==> src/lst_map.vh <==
/*
 * Constants for the learn string framer: register offsets, field positions,
 * command codes, string layout positions and byte counts.
 * Assumes inclusion by bare name from the framer and its CRC engine.
 */
`ifndef LST_MAP_VH
`define LST_MAP_VH

// register byte offsets on the wishbone slave
`define LST_REG_CTRL 8'h00
`define LST_REG_STATUS 8'h04
`define LST_REG_STATE_CFG 8'h08
`define LST_REG_TRACE 8'h0C
`define LST_REG_TIMING 8'h10
`define LST_REG_TOTAL 8'h14

// reset values
`define LST_STATE_CFG_RST 32'h0000_3900
`define LST_TRACE_RST 32'h0000_0000
`define LST_TIMING_RST 32'h0000_0000

// control register command field values
`define LST_CMD_CONFIG 3'h1
`define LST_CMD_STATE 3'h2
`define LST_CMD_TIMING 3'h3
`define LST_CMD_EVERYTHING 3'h4
`define LST_CMD_TEXT_END 3'h5

// state config register field positions
`define LST_SC_LABEL 0
`define LST_SC_TPOS 1
`define LST_SC_CALL 2
`define LST_SC_FPC 3
`define LST_SC_PACT 4
`define LST_SC_CHAN_LO 8
`define LST_SC_RNG_LO 16

// string kinds
`define LST_K_CONFIG 2'h0
`define LST_K_STATE 2'h1
`define LST_K_TIMING 2'h2

// two-character command codes
`define LST_CFG_CODE0 8'h52
`define LST_CFG_CODE1 8'h43
`define LST_STA_CODE0 8'h41
`define LST_STA_CODE1 8'h53
`define LST_TIM_CODE0 8'h52
`define LST_TIM_CODE1 8'h54

// string layout positions (1 based)
`define LST_POS_CNT_HI 16'h0003
`define LST_POS_CNT_LO 16'h0004
`define LST_POS_CRC_START 16'h0005
`define LST_POS_TPOS 16'h000C
`define LST_POS_CALL 16'h000D
`define LST_POS_FPC 16'h000E
`define LST_POS_PACT 16'h0013
`define LST_POS_TYPE 16'h0014
`define LST_POS_CHAN 16'h0015
`define LST_POS_VALID_HI 16'h0016
`define LST_POS_VALID_LO 16'h0017
`define LST_POS_TP_HI 16'h0018
`define LST_POS_TP_LO 16'h0019

// byte counts and sizes
`define LST_CFG_COUNT 16'h1564
`define LST_CFG_TAIL 16'h0001
`define LST_TRC_OVERHEAD 16'h0019
`define LST_TRC_TAIL 16'h0001
`define LST_TRC_MAX57 16'h1639
`define LST_TRC_MAX65 16'h183C
`define LST_CHAN57 8'h39
`define LST_CHAN65 8'h41
`define LST_M57 4'hB
`define LST_M65 4'hC
`define LST_LBL_COUNT 16'h0118
`define LST_LBL_RANGE_BYTES 16'h0017
`define LST_LBL_RANGES 4'h8
`define LST_TE_MAX 32'h0000_10BC

// data type codes
`define LST_TYPE_TRACE 8'h00
`define LST_TYPE_LABEL 8'h01

// text terminator
`define LST_CR 8'h0D
`define LST_LF 8'h0A

// crc engine defaults
`define LST_CRC_POLY 16'h8005
`define LST_CRC_INIT 16'h0000

`endif

==> src/lst_crc.v <==
/*
 * Replaceable 16-bit CRC engine, one byte per enable, MSB first.
 * Assumes the framer clears it before each string and feeds only window bytes.
 */
`timescale 1ns/100ps
`include "lst_map.vh"

module lst_crc #(
   parameter [15:0] POLY = `LST_CRC_POLY,
   parameter [15:0] INIT = `LST_CRC_INIT
) (
   input wire clk_i, // system clock
   input wire rst_i, // synchronous reset, high
   input wire clr_i, // reload initial value
   input wire en_i, // fold in one byte
   input wire [7:0] data_i, // byte to fold in
   output wire [15:0] crc_o // running remainder
);
   reg [15:0] crc_q;
   reg [15:0] crc_d;
   integer i;

   // bitwise lfsr over the incoming byte
   always @* begin
      crc_d = crc_q;
      for (i = 7; i >= 0; i = i - 1) begin
         if (crc_d[15] ^ data_i[i]) begin
            crc_d = {crc_d[14:0], 1'b0} ^ POLY;
         end else begin
            crc_d = {crc_d[14:0], 1'b0};
         end
      end
   end

   // remainder register
   always @(posedge clk_i) begin
      if (rst_i || clr_i) begin
         crc_q <= INIT;
      end else if (en_i) begin
         crc_q <= crc_d;
      end
   end

   assign crc_o = crc_q;
endmodule // lst_crc

==> src/lst_framer.v <==
/*
 * Learn string framer: builds configuration, state and timing learn strings
 * with command code, big-endian count, CRC-covered payload and CRC bytes,
 * and the transmit-everything sequence, onto a byte link with EOI.
 * Assumes a payload source and a bus handshake engine on the same clock,
 * and a classic wishbone master for the registers.
 */
`timescale 1ns/100ps
`include "lst_map.vh"

// Behaviour
// - transmit-everything sends configuration, then state, then timing strings back to back
// - total transmit-everything length is the sum of the three strings
// - binary transfer ends with EOI on its final byte
// - non-binary transfer ends with CR LF, EOI on the terminator
// - configuration string: receive-config code at byte 1, count at byte 3
// - configuration data from byte 5, revision byte outside CRC, CRC bytes follow
// - configuration count is always 5476
// - count holds bytes following it, CRC bytes included; the configuration count here is two more than the bytes that follow it
// - count is sent most significant byte first
// - upper seven bits of state MSB internal, low bits carry top probe channels
// - state string: accept-state code at byte 1, count at byte 3, CRC from byte 5
// - status flags at 12, 13, 14, period at 15, program activity at 19
// - byte 20 type code, zero means state trace
// - trace: channels at 21, valid count at 22, tracepoint at 24, data at 27
// - trace data length is valid states times 0, 11 or 12 bytes
// - trace CRC stops at end of data, CRC bytes at data length plus 28
// - trace count never exceeds 5689 or 6204 by channel count, string four bytes more
// - type one marks label overview, eight internal bytes from byte 21
// - up to eight range records from byte 29, shortened for fewer ranges
// - range record: internal, sample count, end, start address, five-char name
// - assignment label at 261, totals at 275 and 279
// - label overview CRC at 283, count at most 280
module lst_framer (
   input wire clk_i, // system clock, 125 MHz
   input wire rst_i, // synchronous reset, high
   input wire wb_cyc_i, // wishbone cycle
   input wire wb_stb_i, // wishbone strobe
   input wire wb_we_i, // wishbone write enable
   input wire [7:0] wb_adr_i, // wishbone byte address
   input wire [3:0] wb_sel_i, // wishbone byte enables
   input wire [31:0] wb_dat_i, // wishbone write data
   output reg [31:0] wb_dat_o, // wishbone read data
   output reg wb_ack_o, // wishbone acknowledge
   input wire src_valid_i, // payload byte available
   input wire [7:0] src_data_i, // payload byte
   output reg src_ready_o, // payload byte taken when both high
   output reg [15:0] src_pos_o, // string position of requested byte
   output reg [1:0] src_kind_o, // string kind being built
   output reg [7:0] tx_data_o, // byte to the bus engine
   output reg tx_eoi_o, // end marker with this byte
   output reg tx_valid_o, // byte offered
   input wire tx_ready_i // bus engine takes the byte
);
   localparam S_IDLE = 2'h0;
   localparam S_RUN = 2'h1;
   localparam S_CR = 2'h2;
   localparam S_LF = 2'h3;

   reg [1:0] state_q, state_d;
   reg [1:0] kind_q, kind_d;
   reg [15:0] pos_q, pos_d;
   reg seq_q, seq_d;
   reg [31:0] total_q, total_d;
   reg [7:0] txd_d;
   reg txe_d, txv_d;
   reg src_ready_d;
   reg start_q;
   reg [2:0] cmd_q;
   reg [31:0] scfg_q;
   reg [31:0] trace_q;
   reg [31:0] timing_q;
   reg crc_clr, crc_en;
   reg [7:0] loc_byte;
   wire [15:0] crc;
   wire wb_req;
   wire busy;

   // field views of the software registers
   wire sc_label = scfg_q[`LST_SC_LABEL];
   wire [7:0] sc_chan = scfg_q[`LST_SC_CHAN_LO +: 8];
   wire [3:0] sc_rng = scfg_q[`LST_SC_RNG_LO +: 4];
   wire [15:0] tr_valid = trace_q[15:0];
   wire [15:0] tr_tp = trace_q[31:16];

   // byte count of a string of the given kind
   function [15:0] f_count;
      input [1:0] k;
      reg [3:0] m;
      reg [3:0] rng;
      reg [19:0] n;
      reg [19:0] full;
      reg [15:0] lim;
      begin
         m = 4'h0;
         lim = `LST_TRC_MAX65;
         if (sc_chan == `LST_CHAN57) begin
            m = `LST_M57;
            lim = `LST_TRC_MAX57;
         end else if (sc_chan == `LST_CHAN65) begin
            m = `LST_M65;
         end
         n = tr_valid * m;
         full = n + {4'h0, `LST_TRC_OVERHEAD};
         rng = (sc_rng > `LST_LBL_RANGES) ? `LST_LBL_RANGES : sc_rng;
         case (k)
            `LST_K_CONFIG: f_count = `LST_CFG_COUNT;
            `LST_K_STATE: begin
               if (sc_label) begin
                  // each missing range shortens the block by one record
                  f_count = `LST_LBL_COUNT - `LST_LBL_RANGE_BYTES * {12'h000, `LST_LBL_RANGES - rng};
               end else if (full > {4'h0, lim}) begin
                  f_count = lim;
               end else begin
                  f_count = full[15:0];
               end
            end
            `LST_K_TIMING: f_count = timing_q[15:0] + 16'h0002;
            default: f_count = 16'h0000;
         endcase
      end
   endfunction

   // payload bytes at the end of the string that lie outside the CRC window
   function [15:0] f_tail;
      input [1:0] k;
      begin
         if (k == `LST_K_CONFIG) begin
            f_tail = `LST_CFG_TAIL;
         end else if (k == `LST_K_STATE && !sc_label) begin
            f_tail = `LST_TRC_TAIL;
         end else begin
            f_tail = 16'h0000;
         end
      end
   endfunction

   // positions that the framer fills itself rather than the source
   function f_local;
      input [1:0] k;
      input [15:0] p;
      begin
         f_local = 1'b0;
         if (p < `LST_POS_CRC_START) begin
            f_local = 1'b1;
         end else if (k == `LST_K_STATE) begin
            if (p == `LST_POS_TPOS || p == `LST_POS_CALL || p == `LST_POS_FPC ||
                p == `LST_POS_PACT || p == `LST_POS_TYPE) begin
               f_local = 1'b1;
            end else if (!sc_label && p >= `LST_POS_CHAN && p <= `LST_POS_TP_LO) begin
               f_local = 1'b1;
            end
         end
      end
   endfunction

   wire [15:0] count_cur = f_count(kind_q);
   // the configuration count already spans its crc bytes, the other strings add them
   wire [15:0] last_pay = (kind_q == `LST_K_CONFIG) ? count_cur : count_cur + 16'h0002;
   wire [15:0] crc_end = last_pay - f_tail(kind_q);
   wire [15:0] last_pos = last_pay + 16'h0002;
   wire is_local = f_local(kind_q, pos_q);
   wire in_win = (pos_q >= `LST_POS_CRC_START) && (pos_q <= crc_end);
   wire [15:0] last_pay_d = (kind_d == `LST_K_CONFIG) ? f_count(kind_d) : f_count(kind_d) + 16'h0002;

   // bytes the framer produces: code, count and state header fields
   always @* begin
      loc_byte = 8'h00;
      case (pos_q)
         16'h0001: begin
            loc_byte = (kind_q == `LST_K_CONFIG) ? `LST_CFG_CODE0 :
                       (kind_q == `LST_K_STATE) ? `LST_STA_CODE0 : `LST_TIM_CODE0;
         end
         16'h0002: begin
            loc_byte = (kind_q == `LST_K_CONFIG) ? `LST_CFG_CODE1 :
                       (kind_q == `LST_K_STATE) ? `LST_STA_CODE1 : `LST_TIM_CODE1;
         end
         `LST_POS_CNT_HI: loc_byte = count_cur[15:8];
         `LST_POS_CNT_LO: loc_byte = count_cur[7:0];
         `LST_POS_TPOS: loc_byte = {7'h00, scfg_q[`LST_SC_TPOS]};
         `LST_POS_CALL: loc_byte = {7'h00, scfg_q[`LST_SC_CALL]};
         `LST_POS_FPC: loc_byte = {7'h00, scfg_q[`LST_SC_FPC]};
         `LST_POS_PACT: loc_byte = {7'h00, scfg_q[`LST_SC_PACT]};
         `LST_POS_TYPE: loc_byte = sc_label ? `LST_TYPE_LABEL : `LST_TYPE_TRACE;
         `LST_POS_CHAN: loc_byte = sc_chan;
         `LST_POS_VALID_HI: loc_byte = tr_valid[15:8];
         `LST_POS_VALID_LO: loc_byte = tr_valid[7:0];
         `LST_POS_TP_HI: loc_byte = tr_tp[15:8];
         `LST_POS_TP_LO: loc_byte = tr_tp[7:0];
         default: loc_byte = 8'h00;
      endcase
   end

   assign busy = (state_q != S_IDLE) || tx_valid_o;

   // framing sequencer: next state of every output and counter
   always @* begin
      state_d = state_q;
      kind_d = kind_q;
      pos_d = pos_q;
      seq_d = seq_q;
      total_d = total_q;
      txd_d = tx_data_o;
      txe_d = tx_eoi_o;
      txv_d = tx_valid_o;
      crc_clr = 1'b0;
      crc_en = 1'b0;
      if (tx_valid_o && tx_ready_i) begin
         txv_d = 1'b0;
         txe_d = 1'b0;
         total_d = total_q + 32'h0000_0001;
      end
      case (state_q)
         S_IDLE: begin
            if (start_q && !tx_valid_o) begin
               if (cmd_q == `LST_CMD_TEXT_END) begin
                  state_d = S_CR;
               end else if (cmd_q >= `LST_CMD_CONFIG && cmd_q <= `LST_CMD_EVERYTHING) begin
                  state_d = S_RUN;
                  pos_d = 16'h0001;
                  crc_clr = 1'b1;
                  total_d = 32'h0000_0000;
                  seq_d = (cmd_q == `LST_CMD_EVERYTHING);
                  case (cmd_q)
                     `LST_CMD_STATE: kind_d = `LST_K_STATE;
                     `LST_CMD_TIMING: kind_d = `LST_K_TIMING;
                     default: kind_d = `LST_K_CONFIG;
                  endcase
               end
            end
         end
         S_RUN: begin
            if (!tx_valid_o) begin
               if (is_local && pos_q <= last_pay) begin
                  txv_d = 1'b1;
                  txd_d = loc_byte;
                  crc_en = in_win;
                  pos_d = pos_q + 16'h0001;
               end else if (pos_q <= last_pay) begin
                  // source data passes unchanged, state MSB internal bits included
                  if (src_ready_o && src_valid_i) begin
                     txv_d = 1'b1;
                     txd_d = src_data_i;
                     crc_en = in_win;
                     pos_d = pos_q + 16'h0001;
                  end
               end else begin
                  txv_d = 1'b1;
                  txd_d = (pos_q == last_pos) ? crc[7:0] : crc[15:8];
                  pos_d = pos_q + 16'h0001;
                  if (pos_q == last_pos) begin
                     // only the very last byte of the transfer carries the end marker
                     txe_d = !(seq_q && kind_q != `LST_K_TIMING);
                     pos_d = 16'h0001;
                     crc_clr = 1'b1;
                     if (seq_q && kind_q == `LST_K_CONFIG) begin
                        kind_d = `LST_K_STATE;
                     end else if (seq_q && kind_q == `LST_K_STATE) begin
                        kind_d = `LST_K_TIMING;
                     end else begin
                        state_d = S_IDLE;
                        seq_d = 1'b0;
                     end
                  end
               end
            end
         end
         S_CR: begin
            if (!tx_valid_o) begin
               txv_d = 1'b1;
               txd_d = `LST_CR;
               txe_d = 1'b0;
               state_d = S_LF;
            end
         end
         S_LF: begin
            if (!tx_valid_o) begin
               txv_d = 1'b1;
               txd_d = `LST_LF;
               txe_d = 1'b1;
               state_d = S_IDLE;
            end
         end
         default: state_d = S_IDLE;
      endcase
      // source may hand over a byte only when the holding slot will be empty
      src_ready_d = (state_d == S_RUN) && !txv_d && (pos_d <= last_pay_d) && !f_local(kind_d, pos_d);
   end

   // sequencer registers
   always @(posedge clk_i) begin
      if (rst_i) begin
         state_q <= S_IDLE;
         kind_q <= `LST_K_CONFIG;
         pos_q <= 16'h0000;
         seq_q <= 1'b0;
         total_q <= 32'h0000_0000;
         tx_data_o <= 8'h00;
         tx_eoi_o <= 1'b0;
         tx_valid_o <= 1'b0;
         src_ready_o <= 1'b0;
         src_pos_o <= 16'h0000;
         src_kind_o <= `LST_K_CONFIG;
      end else begin
         state_q <= state_d;
         kind_q <= kind_d;
         pos_q <= pos_d;
         seq_q <= seq_d;
         total_q <= total_d;
         tx_data_o <= txd_d;
         tx_eoi_o <= txe_d;
         tx_valid_o <= txv_d;
         src_ready_o <= src_ready_d;
         src_pos_o <= pos_d;
         src_kind_o <= kind_d;
      end
   end

   // replaceable crc engine over the window bytes
   lst_crc #(
      .POLY(`LST_CRC_POLY),
      .INIT(`LST_CRC_INIT)
   ) u_crc (
      .clk_i(clk_i),
      .rst_i(rst_i),
      .clr_i(crc_clr),
      .en_i(crc_en),
      .data_i(txd_d),
      .crc_o(crc)
   );

   // byte-lane merge for register writes
   function [31:0] f_merge;
      input [31:0] old;
      input [31:0] nw;
      input [3:0] sel;
      integer b;
      begin
         f_merge = old;
         for (b = 0; b < 4; b = b + 1) begin
            if (sel[b]) begin
               f_merge[b*8 +: 8] = nw[b*8 +: 8];
            end
         end
      end
   endfunction

   assign wb_req = wb_cyc_i && wb_stb_i && !wb_ack_o;

   // wishbone slave: one wait state, writes land with the ack
   always @(posedge clk_i) begin
      if (rst_i) begin
         wb_ack_o <= 1'b0;
         wb_dat_o <= 32'h0000_0000;
         start_q <= 1'b0;
         cmd_q <= 3'h0;
         scfg_q <= `LST_STATE_CFG_RST;
         trace_q <= `LST_TRACE_RST;
         timing_q <= `LST_TIMING_RST;
      end else begin
         wb_ack_o <= wb_req;
         start_q <= 1'b0;
         wb_dat_o <= 32'h0000_0000;
         if (wb_req && wb_we_i) begin
            case (wb_adr_i)
               `LST_REG_CTRL: begin
                  // a command written while a transfer runs is dropped
                  if (wb_sel_i[0] && !busy) begin
                     start_q <= 1'b1;
                     cmd_q <= wb_dat_i[2:0];
                  end
               end
               `LST_REG_STATE_CFG: scfg_q <= f_merge(scfg_q, wb_dat_i, wb_sel_i);
               `LST_REG_TRACE: trace_q <= f_merge(trace_q, wb_dat_i, wb_sel_i);
               `LST_REG_TIMING: timing_q <= f_merge(timing_q, wb_dat_i, wb_sel_i);
               default: start_q <= 1'b0;
            endcase
         end else if (wb_req) begin
            case (wb_adr_i)
               `LST_REG_CTRL: wb_dat_o <= {29'h0000_0000, cmd_q};
               `LST_REG_STATUS: wb_dat_o <= {pos_q, 11'h000, seq_q, kind_q, state_q != S_IDLE, busy};
               `LST_REG_STATE_CFG: wb_dat_o <= scfg_q;
               `LST_REG_TRACE: wb_dat_o <= trace_q;
               `LST_REG_TIMING: wb_dat_o <= {16'h0000, timing_q[15:0]};
               `LST_REG_TOTAL: wb_dat_o <= total_q;
               default: wb_dat_o <= 32'h0000_0000;
            endcase
         end
      end
   end
endmodule // lst_framer

==> config.mk <==
export PLATFORM = sky130hd
export DESIGN_NAME = lst_framer
export DESIGN_NICKNAME = d
export VERILOG_FILES = /design/src/lst_crc.v /design/src/lst_framer.v
export VERILOG_INCLUDE_DIRS = /design/src
export SDC_FILE = /design/constraint.sdc
export NUM_CORES = 1
export LEC_CHECK = 0
export CAP_MARGIN = 20
export CORE_AREA = 2 2 194 196
export DETAILED_ROUTE_END_ITERATION = 10
export DIE_AREA = 0 0 196 198
export DONT_BUFFER_PORTS = 1
export GPL_TIMING_DRIVEN = 0
export SETUP_SLACK_MARGIN = 0.5
export SLEW_MARGIN = 20
export SYNTH_ARGS = -nofsm -noshare
export SYNTH_HDL_FRONTEND = slang
export SYNTH_HIERARCHICAL = 1
export SYNTH_SLANG_ARGS = --single-unit
export TNS_END_PERCENT = 10
==> constraint.sdc <==
create_clock -name clk_i -period 39.2 [get_ports clk_i]
set_input_delay 5.88 -clock clk_i [delete_from_list [all_inputs] [get_ports clk_i]]
set_output_delay 5.88 -clock clk_i [all_outputs]
set_load 0.05 [all_outputs]
# After elaboration in Yosys (flattened, before gate mapping)
# Index checks and enable logic that the tools add are counted.
[totals] register_bits=197 latch_bits=0 ram_bits=0 mem_bits_ro=0 in_bits=59 output_inout_bits=62 wordCells=296 mem_count=0
[op_classes] addsub=10 mul=2 div_mod_pow=0 magnitude_cmp=14 eq_ne=49 n_shift=0 n_mux=119 n_bitwise=19 n_reduce_logical=59
[op_table] op="16-bit two-way mux" count=20
[op_table] op="32-bit case mux with 6 select lines" count=1
[op_table] op="32-bit two-way mux" count=5
[op_table] op="16-bit by 5-bit equality test with 1-bit output (second input constant)" count=9
[op_table] op="8-bit case mux with 14 select lines" count=1
[op_table] op="16-bit by 4-bit equality test with 1-bit output (second input constant)" count=6
[op_table] op="16-bit case mux with 3 select lines" count=2
[op_table] op="16-bit by 2-bit adder with 16-bit output (second input constant)" count=4
[op_table] op="8-bit two-way mux" count=7
[op_table] op="16-bit less-or-equal comparator" count=3
[op_table] op="1-bit two-way mux" count=46
[op_table] op="2-bit two-way mux" count=20
[op_table] op="3-bit AND reduction" count=11
[op_table] op="32-bit by 1-bit adder with 32-bit output (second input constant)" count=1
[op_table] op="16-bit by 2-bit equality test with 1-bit output (second input constant)" count=2
[op_table] op="16-bit by 5-bit >= comparator with 1-bit output (second input constant)" count=2
[op_table] op="16-bit by 5-bit less-or-equal comparator with 1-bit output (second input constant)" count=2
[op_table] op="16-bit by 3-bit less-than comparator with 1-bit output (second input constant)" count=2
[op_table] op="16-bit case mux with 2 select lines" count=1
[op_table] op="3-bit NOT" count=8
[op_table] op="8-bit case mux with 3 select lines" count=1
[op_table] op="1-bit logical AND" count=21
[op_table] op="20-bit by 5-bit adder with 20-bit output (second input constant)" count=1
[op_table] op="20-bit by 16-bit greater-than comparator with 1-bit output" count=1
[op_table] op="41 further kinds" count=95

# Depth between registers and ports, before layout
[depth] depth_word=34 ltp_mapped=71 mapped_depth_nobuf=66

# Modules after synthesis
# Netlist, hierarchy kept.
[by_module_without_submodules] module="lst_framer" n_inst=1 cells_each=2073 area_per_inst_um2=16529.6
[by_module_without_submodules] module="lst_crc" n_inst=1 cells_each=84 area_per_inst_um2=858.3

# Worst setup path after synthesis
# OpenSTA, ideal clock, no wires.
[synth_timing] path_type="reg2reg" from="reg scfg_q[9]" to="reg src_ready_o" setup_ns=0.081 arrival_ns=13.022 t_required_ns=39.119 setup_slack_ns=26.097 path_stages_with_launch=71 n_path_buf=5 period_less_slack_ns=13.103 cell_sequence="dfxtp_1 or4b_4 nor4_1 or2_2 clkbuf_1 nand2_1 ha_1 fa_1 fa_1 inv_1 ha_1 a21o_1 a21o_1 or2_2 a21oi_1 xor2_1 inv_1 ha_1 [... 35 more ...] nor2b_1 nand4_1 o2bb2a_2 xnor2_1 ha_1 a21oi_1 nor2b_1 o21ai_0 nand2b_1 a21oi_1 nor2b_1 o21ai_0 nand2b_1 a21oi_1 a32oi_1 nor2_1 o211ai_1 a41oi_1"
[synth_between] elab_chain_len=28
[synth_lines] item="from (decl)" line="lst_framer.v:70" text="reg [31:0] scfg_q;"
[synth_lines] item="from (signal assigned)" line="lst_framer.v:357" text="scfg_q <= `LST_STATE_CFG_RST;"
[synth_lines] item="from (signal assigned)" line="lst_framer.v:373" text="`LST_REG_STATE_CFG: scfg_q <= f_merge(scfg_q, wb_dat_i, wb_sel_i);"
[synth_lines] item="8-bit by 7-bit equality test with 1-bit output (no line)"
[synth_lines] item="4-bit two-way mux" line="lst_framer.v:100" text="end else if (sc_chan == `LST_CHAN65) begin"
[synth_lines] item="4-bit two-way mux" line="lst_framer.v:97" text="if (sc_chan == `LST_CHAN57) begin"
[synth_lines] item="16-bit by 4-bit multiplier with 20-bit output" line="lst_framer.v:103" text="n = tr_valid * m;"
[synth_lines] item="20-bit by 5-bit adder with 20-bit output" line="lst_framer.v:104" text="full = n + {4'h0, `LST_TRC_OVERHEAD};"
[synth_lines] item="20-bit by 16-bit greater-than comparator with 1-bit output" line="lst_framer.v:112" text="end else if (full > {4'h0, lim}) begin"
[synth_lines] item="16-bit two-way mux *" line="lst_framer.v:112"
[synth_lines] item="16-bit two-way mux *" line="lst_framer.v:109" text="if (sc_label) begin"
[synth_lines] item="parallel branches: the longest is 19 deep, another holds 16-bit by 2-bit adder with 16-bit output"
[synth_lines] item="1-bit logical AND *" line="lst_framer.v:287" text="src_ready_d = (state_d == S_RUN) && !txv_d && (pos_d <= last_pay_d) && !f_local(kind_d, pos_d);"
[synth_lines] item="to (signal assigned)" line="lst_framer.v:313" text="src_ready_o <= src_ready_d;"
[synth_lines] item="to (decl)" line="lst_framer.v:47" text="output reg src_ready_o,"
# Mark *: on every way between the ends.
# A chain may end at the register's enable or synchronous reset.

# Worst setup path in the final report
[layout_timing] from="reg scfg_q[8]" to="reg src_ready_o"
# The elaborated chain is that of the path after synthesis.

==> summary.md <==
| Metric | Value |
|---|---|
| Crit. End Element | flop |
| Remaining routing DRC violations | 0 |
| CTS clock-pin slew for the worst setup and hold paths | roughly 80 ps |
| Main synth FF type | dfxtp_1 |
| Fmax | 60.67 MHz |
| I/O pin count | 121 |
| Avg WL per Cell | around 25 microns |
| Post-DP HPWL | between 50 and 60 mm |
| Largest net degree at the start of global routing | 21 |
| Post-route insts no fill | 2664 |
| Final wirelength | 65.47 mm |
| Initial core utilization | 47.05% |
| Rows | 71 |
| Reg2Reg Depth | 68 |
| Crit path kind | flop to flop |
| Leakage power | 7.204 nW |
| Initial antenna violation count | 0 |
| Placement Setup Slack | between 20000 and 25000 ps |
| Hold depth | 2 |
| Placed Cells | 2632 |
| Antenna cells | 0 |
| CP endpoint | src_ready_o$_SDFF_PP0_ |
| Final core occ | 50.47% |
| Async SR Flop Fraction | 0% |
| CP Launch Type | flop |
| Total gr overflow | 0 |
| Antenna viol nets, final | 0 |
| Relative slew slack | 21.25% |
| Worst R2R End | src_ready_o$_SDFF_PP0_ |
| Synth Register Bits | 197 |
| Post-synthesis sequential area ratio | a little under a quarter |
| Clk Latency, worst-skew pair | 470 ps |
| Pwr Total | 0.4013 mW |
| Reg2Reg Launch Point | scfg_q[8]$_SDFFE_PP1P_ |
| RSZ-0062 raised after global routing | no |
| CTS tree | done |
| First-pass GRT wire length | 99.13 mm |
| Syn_area_per_cell | 8.061 sq um |
| CTS root buf | clkbuf_16 |
| Period utilization | 42.05% |
| Drt initial violations | 1924 |
| Die Area | 38810 sq um |
| PnR worst setup slack | 22720 ps |
| Mapped Area | 17390 sq um |
| EDFF count, synth | 0 |
| Vias per cell | 6.343 |
| Max-cap viol count | 0 |
| Worst slew pin tran | roughly 1200 ps |
| Crit path required time | 39550 ps |
| Drt first pass iters | 6 |
| CTS Hold Bufs | 0 |
| Crit-path max cell delay | 570 ps |
| Nets | 2391 |
| Die H | between 150 and 200 microns |
| H-tree depth | 4 |
| YS warnings | 6 |
| Crit. Startpoint | scfg_q[8]$_SDFFE_PP1P_ |
| Max VDD drop | between 0.03 and 0.04 mV |
| Number of distinct library cells after synthesis | 112 |
| Port Buf Inserts | 0 |
| Final hold violations | 0 |
| CTS buffer count | 17 |
| Mapped Cells | roughly 2200 |
| Die width | approximately 200 microns |
| Core ar. | ~37000 sq um |
| Clock tree buffer depth | 2 |
| Arrival @ worst endpoint | between 15000 and 20000 ps |
| Post_cts resized | 0 |
| Tot GR Track Use | 33.60% |
| Setup tns final | 0 ps |
| Reg2Reg Setup Slack | 22720 ps |
| Worst-path fanout max | 11 |
| Max Slew Vio Count | 0 |
| Area Overhead vs Synth | 7.261% |
| Fraction of layout cells with a size suffix above 1 | between 6 and 7% |
| Gpl congestion | 0.9824 |
| Clock Skews | 20.04 ps |
| Setup bufs post-CTS | 0 |
| Status | finished clean |
| Vias in the first global route | 16144 |
| Slowest-stage cell, CP | or4b_4 |
| Synthesized net count | around 2400 |
| Via count | between 15000 and 20000 |
| Pwr/cell area | 21.52 nW/um^2 |
| Worst path most repeated cell | ha_1 |
| Clk sinks | 197 |
| Tmin final | 16480 ps |
| Min-delay worst type | flop to flop |
| Setup violators final | 0 |
## logic make-up (layout without fill, tap and decap cells)
family          count (synthesis)  in the layout  share of synthesized area (%)
simple gates                  856            856                          24.83
flops                         197            197                          22.68
compound gates                473            473                          19.86
buf+inv                       216            249                          5.109
mux                           119            119                          6.951
fa+ha+maj                     155            155                          12.54
xor+xnor                      141            141                          8.038
## power breakdown
part | leakage, nW | internal [mW] | switching, mW
logic | 5.31 | 0.00168 | 0.00704
clock network | 0.305 | 0.0988 | 0.0937
registers | 1.59 | 0.200 | 0.000246
## cell type report
| type | instances | area [sq um] |
|---|---|---|
| buffer | 118 | 520.5 |
| clock inverter | 15 | 210.2 |
| multi-input combinational | 1744 | 12580 |
| fill | 3686 | 18310 |
| inverter | 98 | 367.9 |
| tap | 474 | 593.1 |
| clock buffer | 17 | 425.4 |
| timing repair buffer | 1 | 7.507 |
| sequential | 197 | 3945 |
## cell usage in the layout, fill, tap and decap left out, types with 21 or more instances in the layout
master    synthesis  final
nand3_1          65     65
dfxtp_1         197    196
o21ai_0          76     76
inv_1            94     94
nor2b_1          44     44
mux2i_1         105    105
fa_1             32     32
nor2_1          283    283
ha_1            123    123
xnor2_1          74     74
nand4_1          36     36
a222oi_1         25     25
a21oi_1          83     83
nand2_1         169    169
and2_1           45     45
a22o_1           21     21
clkbuf_1         94     94
and3_1           42     42
a21o_1           30     30
nor3_1           50     50
xor2_1           54     54
a22oi_1          26     26
## through the flow
step / hold slack (ps) / instance area (sq um)
after floorplan: 457.8 / 17390
after global placement: 474.7 / 17980
after detailed placement: 486.3 / 18000
after CTS: 500.9 / 18640
after global routing: 534.4 / 18650
final: 500.4 / 18650
## state kept, by name, summed over array words and instances, names as in the netlist
name and cells:
scfg_q 32, total_q 32, trace_q 32, wb_dat_o 32, pos_q 16, timing_q 16
u_crc/crc_o 16, tx_data_o 8, cmd_q 3, kind_q 2, state_q 2, seq_q 1
src_ready_o 1, start_q 1, tx_eoi_o 1, tx_valid_o 1, wb_ack_o 1
## critical path: cells and delay by family, from the launching register on
kind | cells | cell delay [ps]
compound gates | 29 | 5610
simple gates | 19 | 4080
fa+ha+maj | 9 | 3180
flops | 1 | 500
xor+xnor | 2 | 680
buf+inv | 9 | 2270
## per-layer routing
layer	wire [microns]	GRT usage, %	vias to the layer above
met5	0	0	-
met4	2374	12.01	0
met3	4963	5.314	115
met2	29630	54.66	721
met1	28500	45.17	8236
li1	-	-	7826
## Yosys cell counts (44+ instances only)
master | count | share of area, %
clkbuf_1 | 94 | 2.0
dfxtp_1 | 197 | 23
nor2b_1 | 44 | 1.6
xor2_1 | 54 | 2.7
o21ai_0 | 76 | 2.2
ha_1 | 123 | 8.9
nand2_1 | 169 | 3.6
mux2i_1 | 105 | 6.0
inv_1 | 94 | 2.0
nor3_1 | 50 | 1.4
nand3_1 | 65 | 1.9
xnor2_1 | 74 | 3.7
and2_1 | 45 | 1.6
a21oi_1 | 83 | 2.4
nor2_1 | 283 | 6.1
## worst min path at each step
stage                            start                 endpoint  slack (ps)
2_1_floorplan   total_q[31]$_SDFF_PP0_   total_q[31]$_SDFF_PP0_         460
3_3_place_gp   scfg_q[29]$_SDFFE_PP0P_  scfg_q[29]$_SDFFE_PP0P_         470
3_5_place_dp   scfg_q[27]$_SDFFE_PP0P_  scfg_q[27]$_SDFFE_PP0P_         490
4_1_cts         total_q[31]$_SDFF_PP0_   total_q[31]$_SDFF_PP0_         500
5_1_grt         total_q[31]$_SDFF_PP0_   total_q[31]$_SDFF_PP0_         530
6_report        total_q[31]$_SDFF_PP0_   total_q[31]$_SDFF_PP0_         500
No activity file was read; power rests on OpenSTA's default activity.
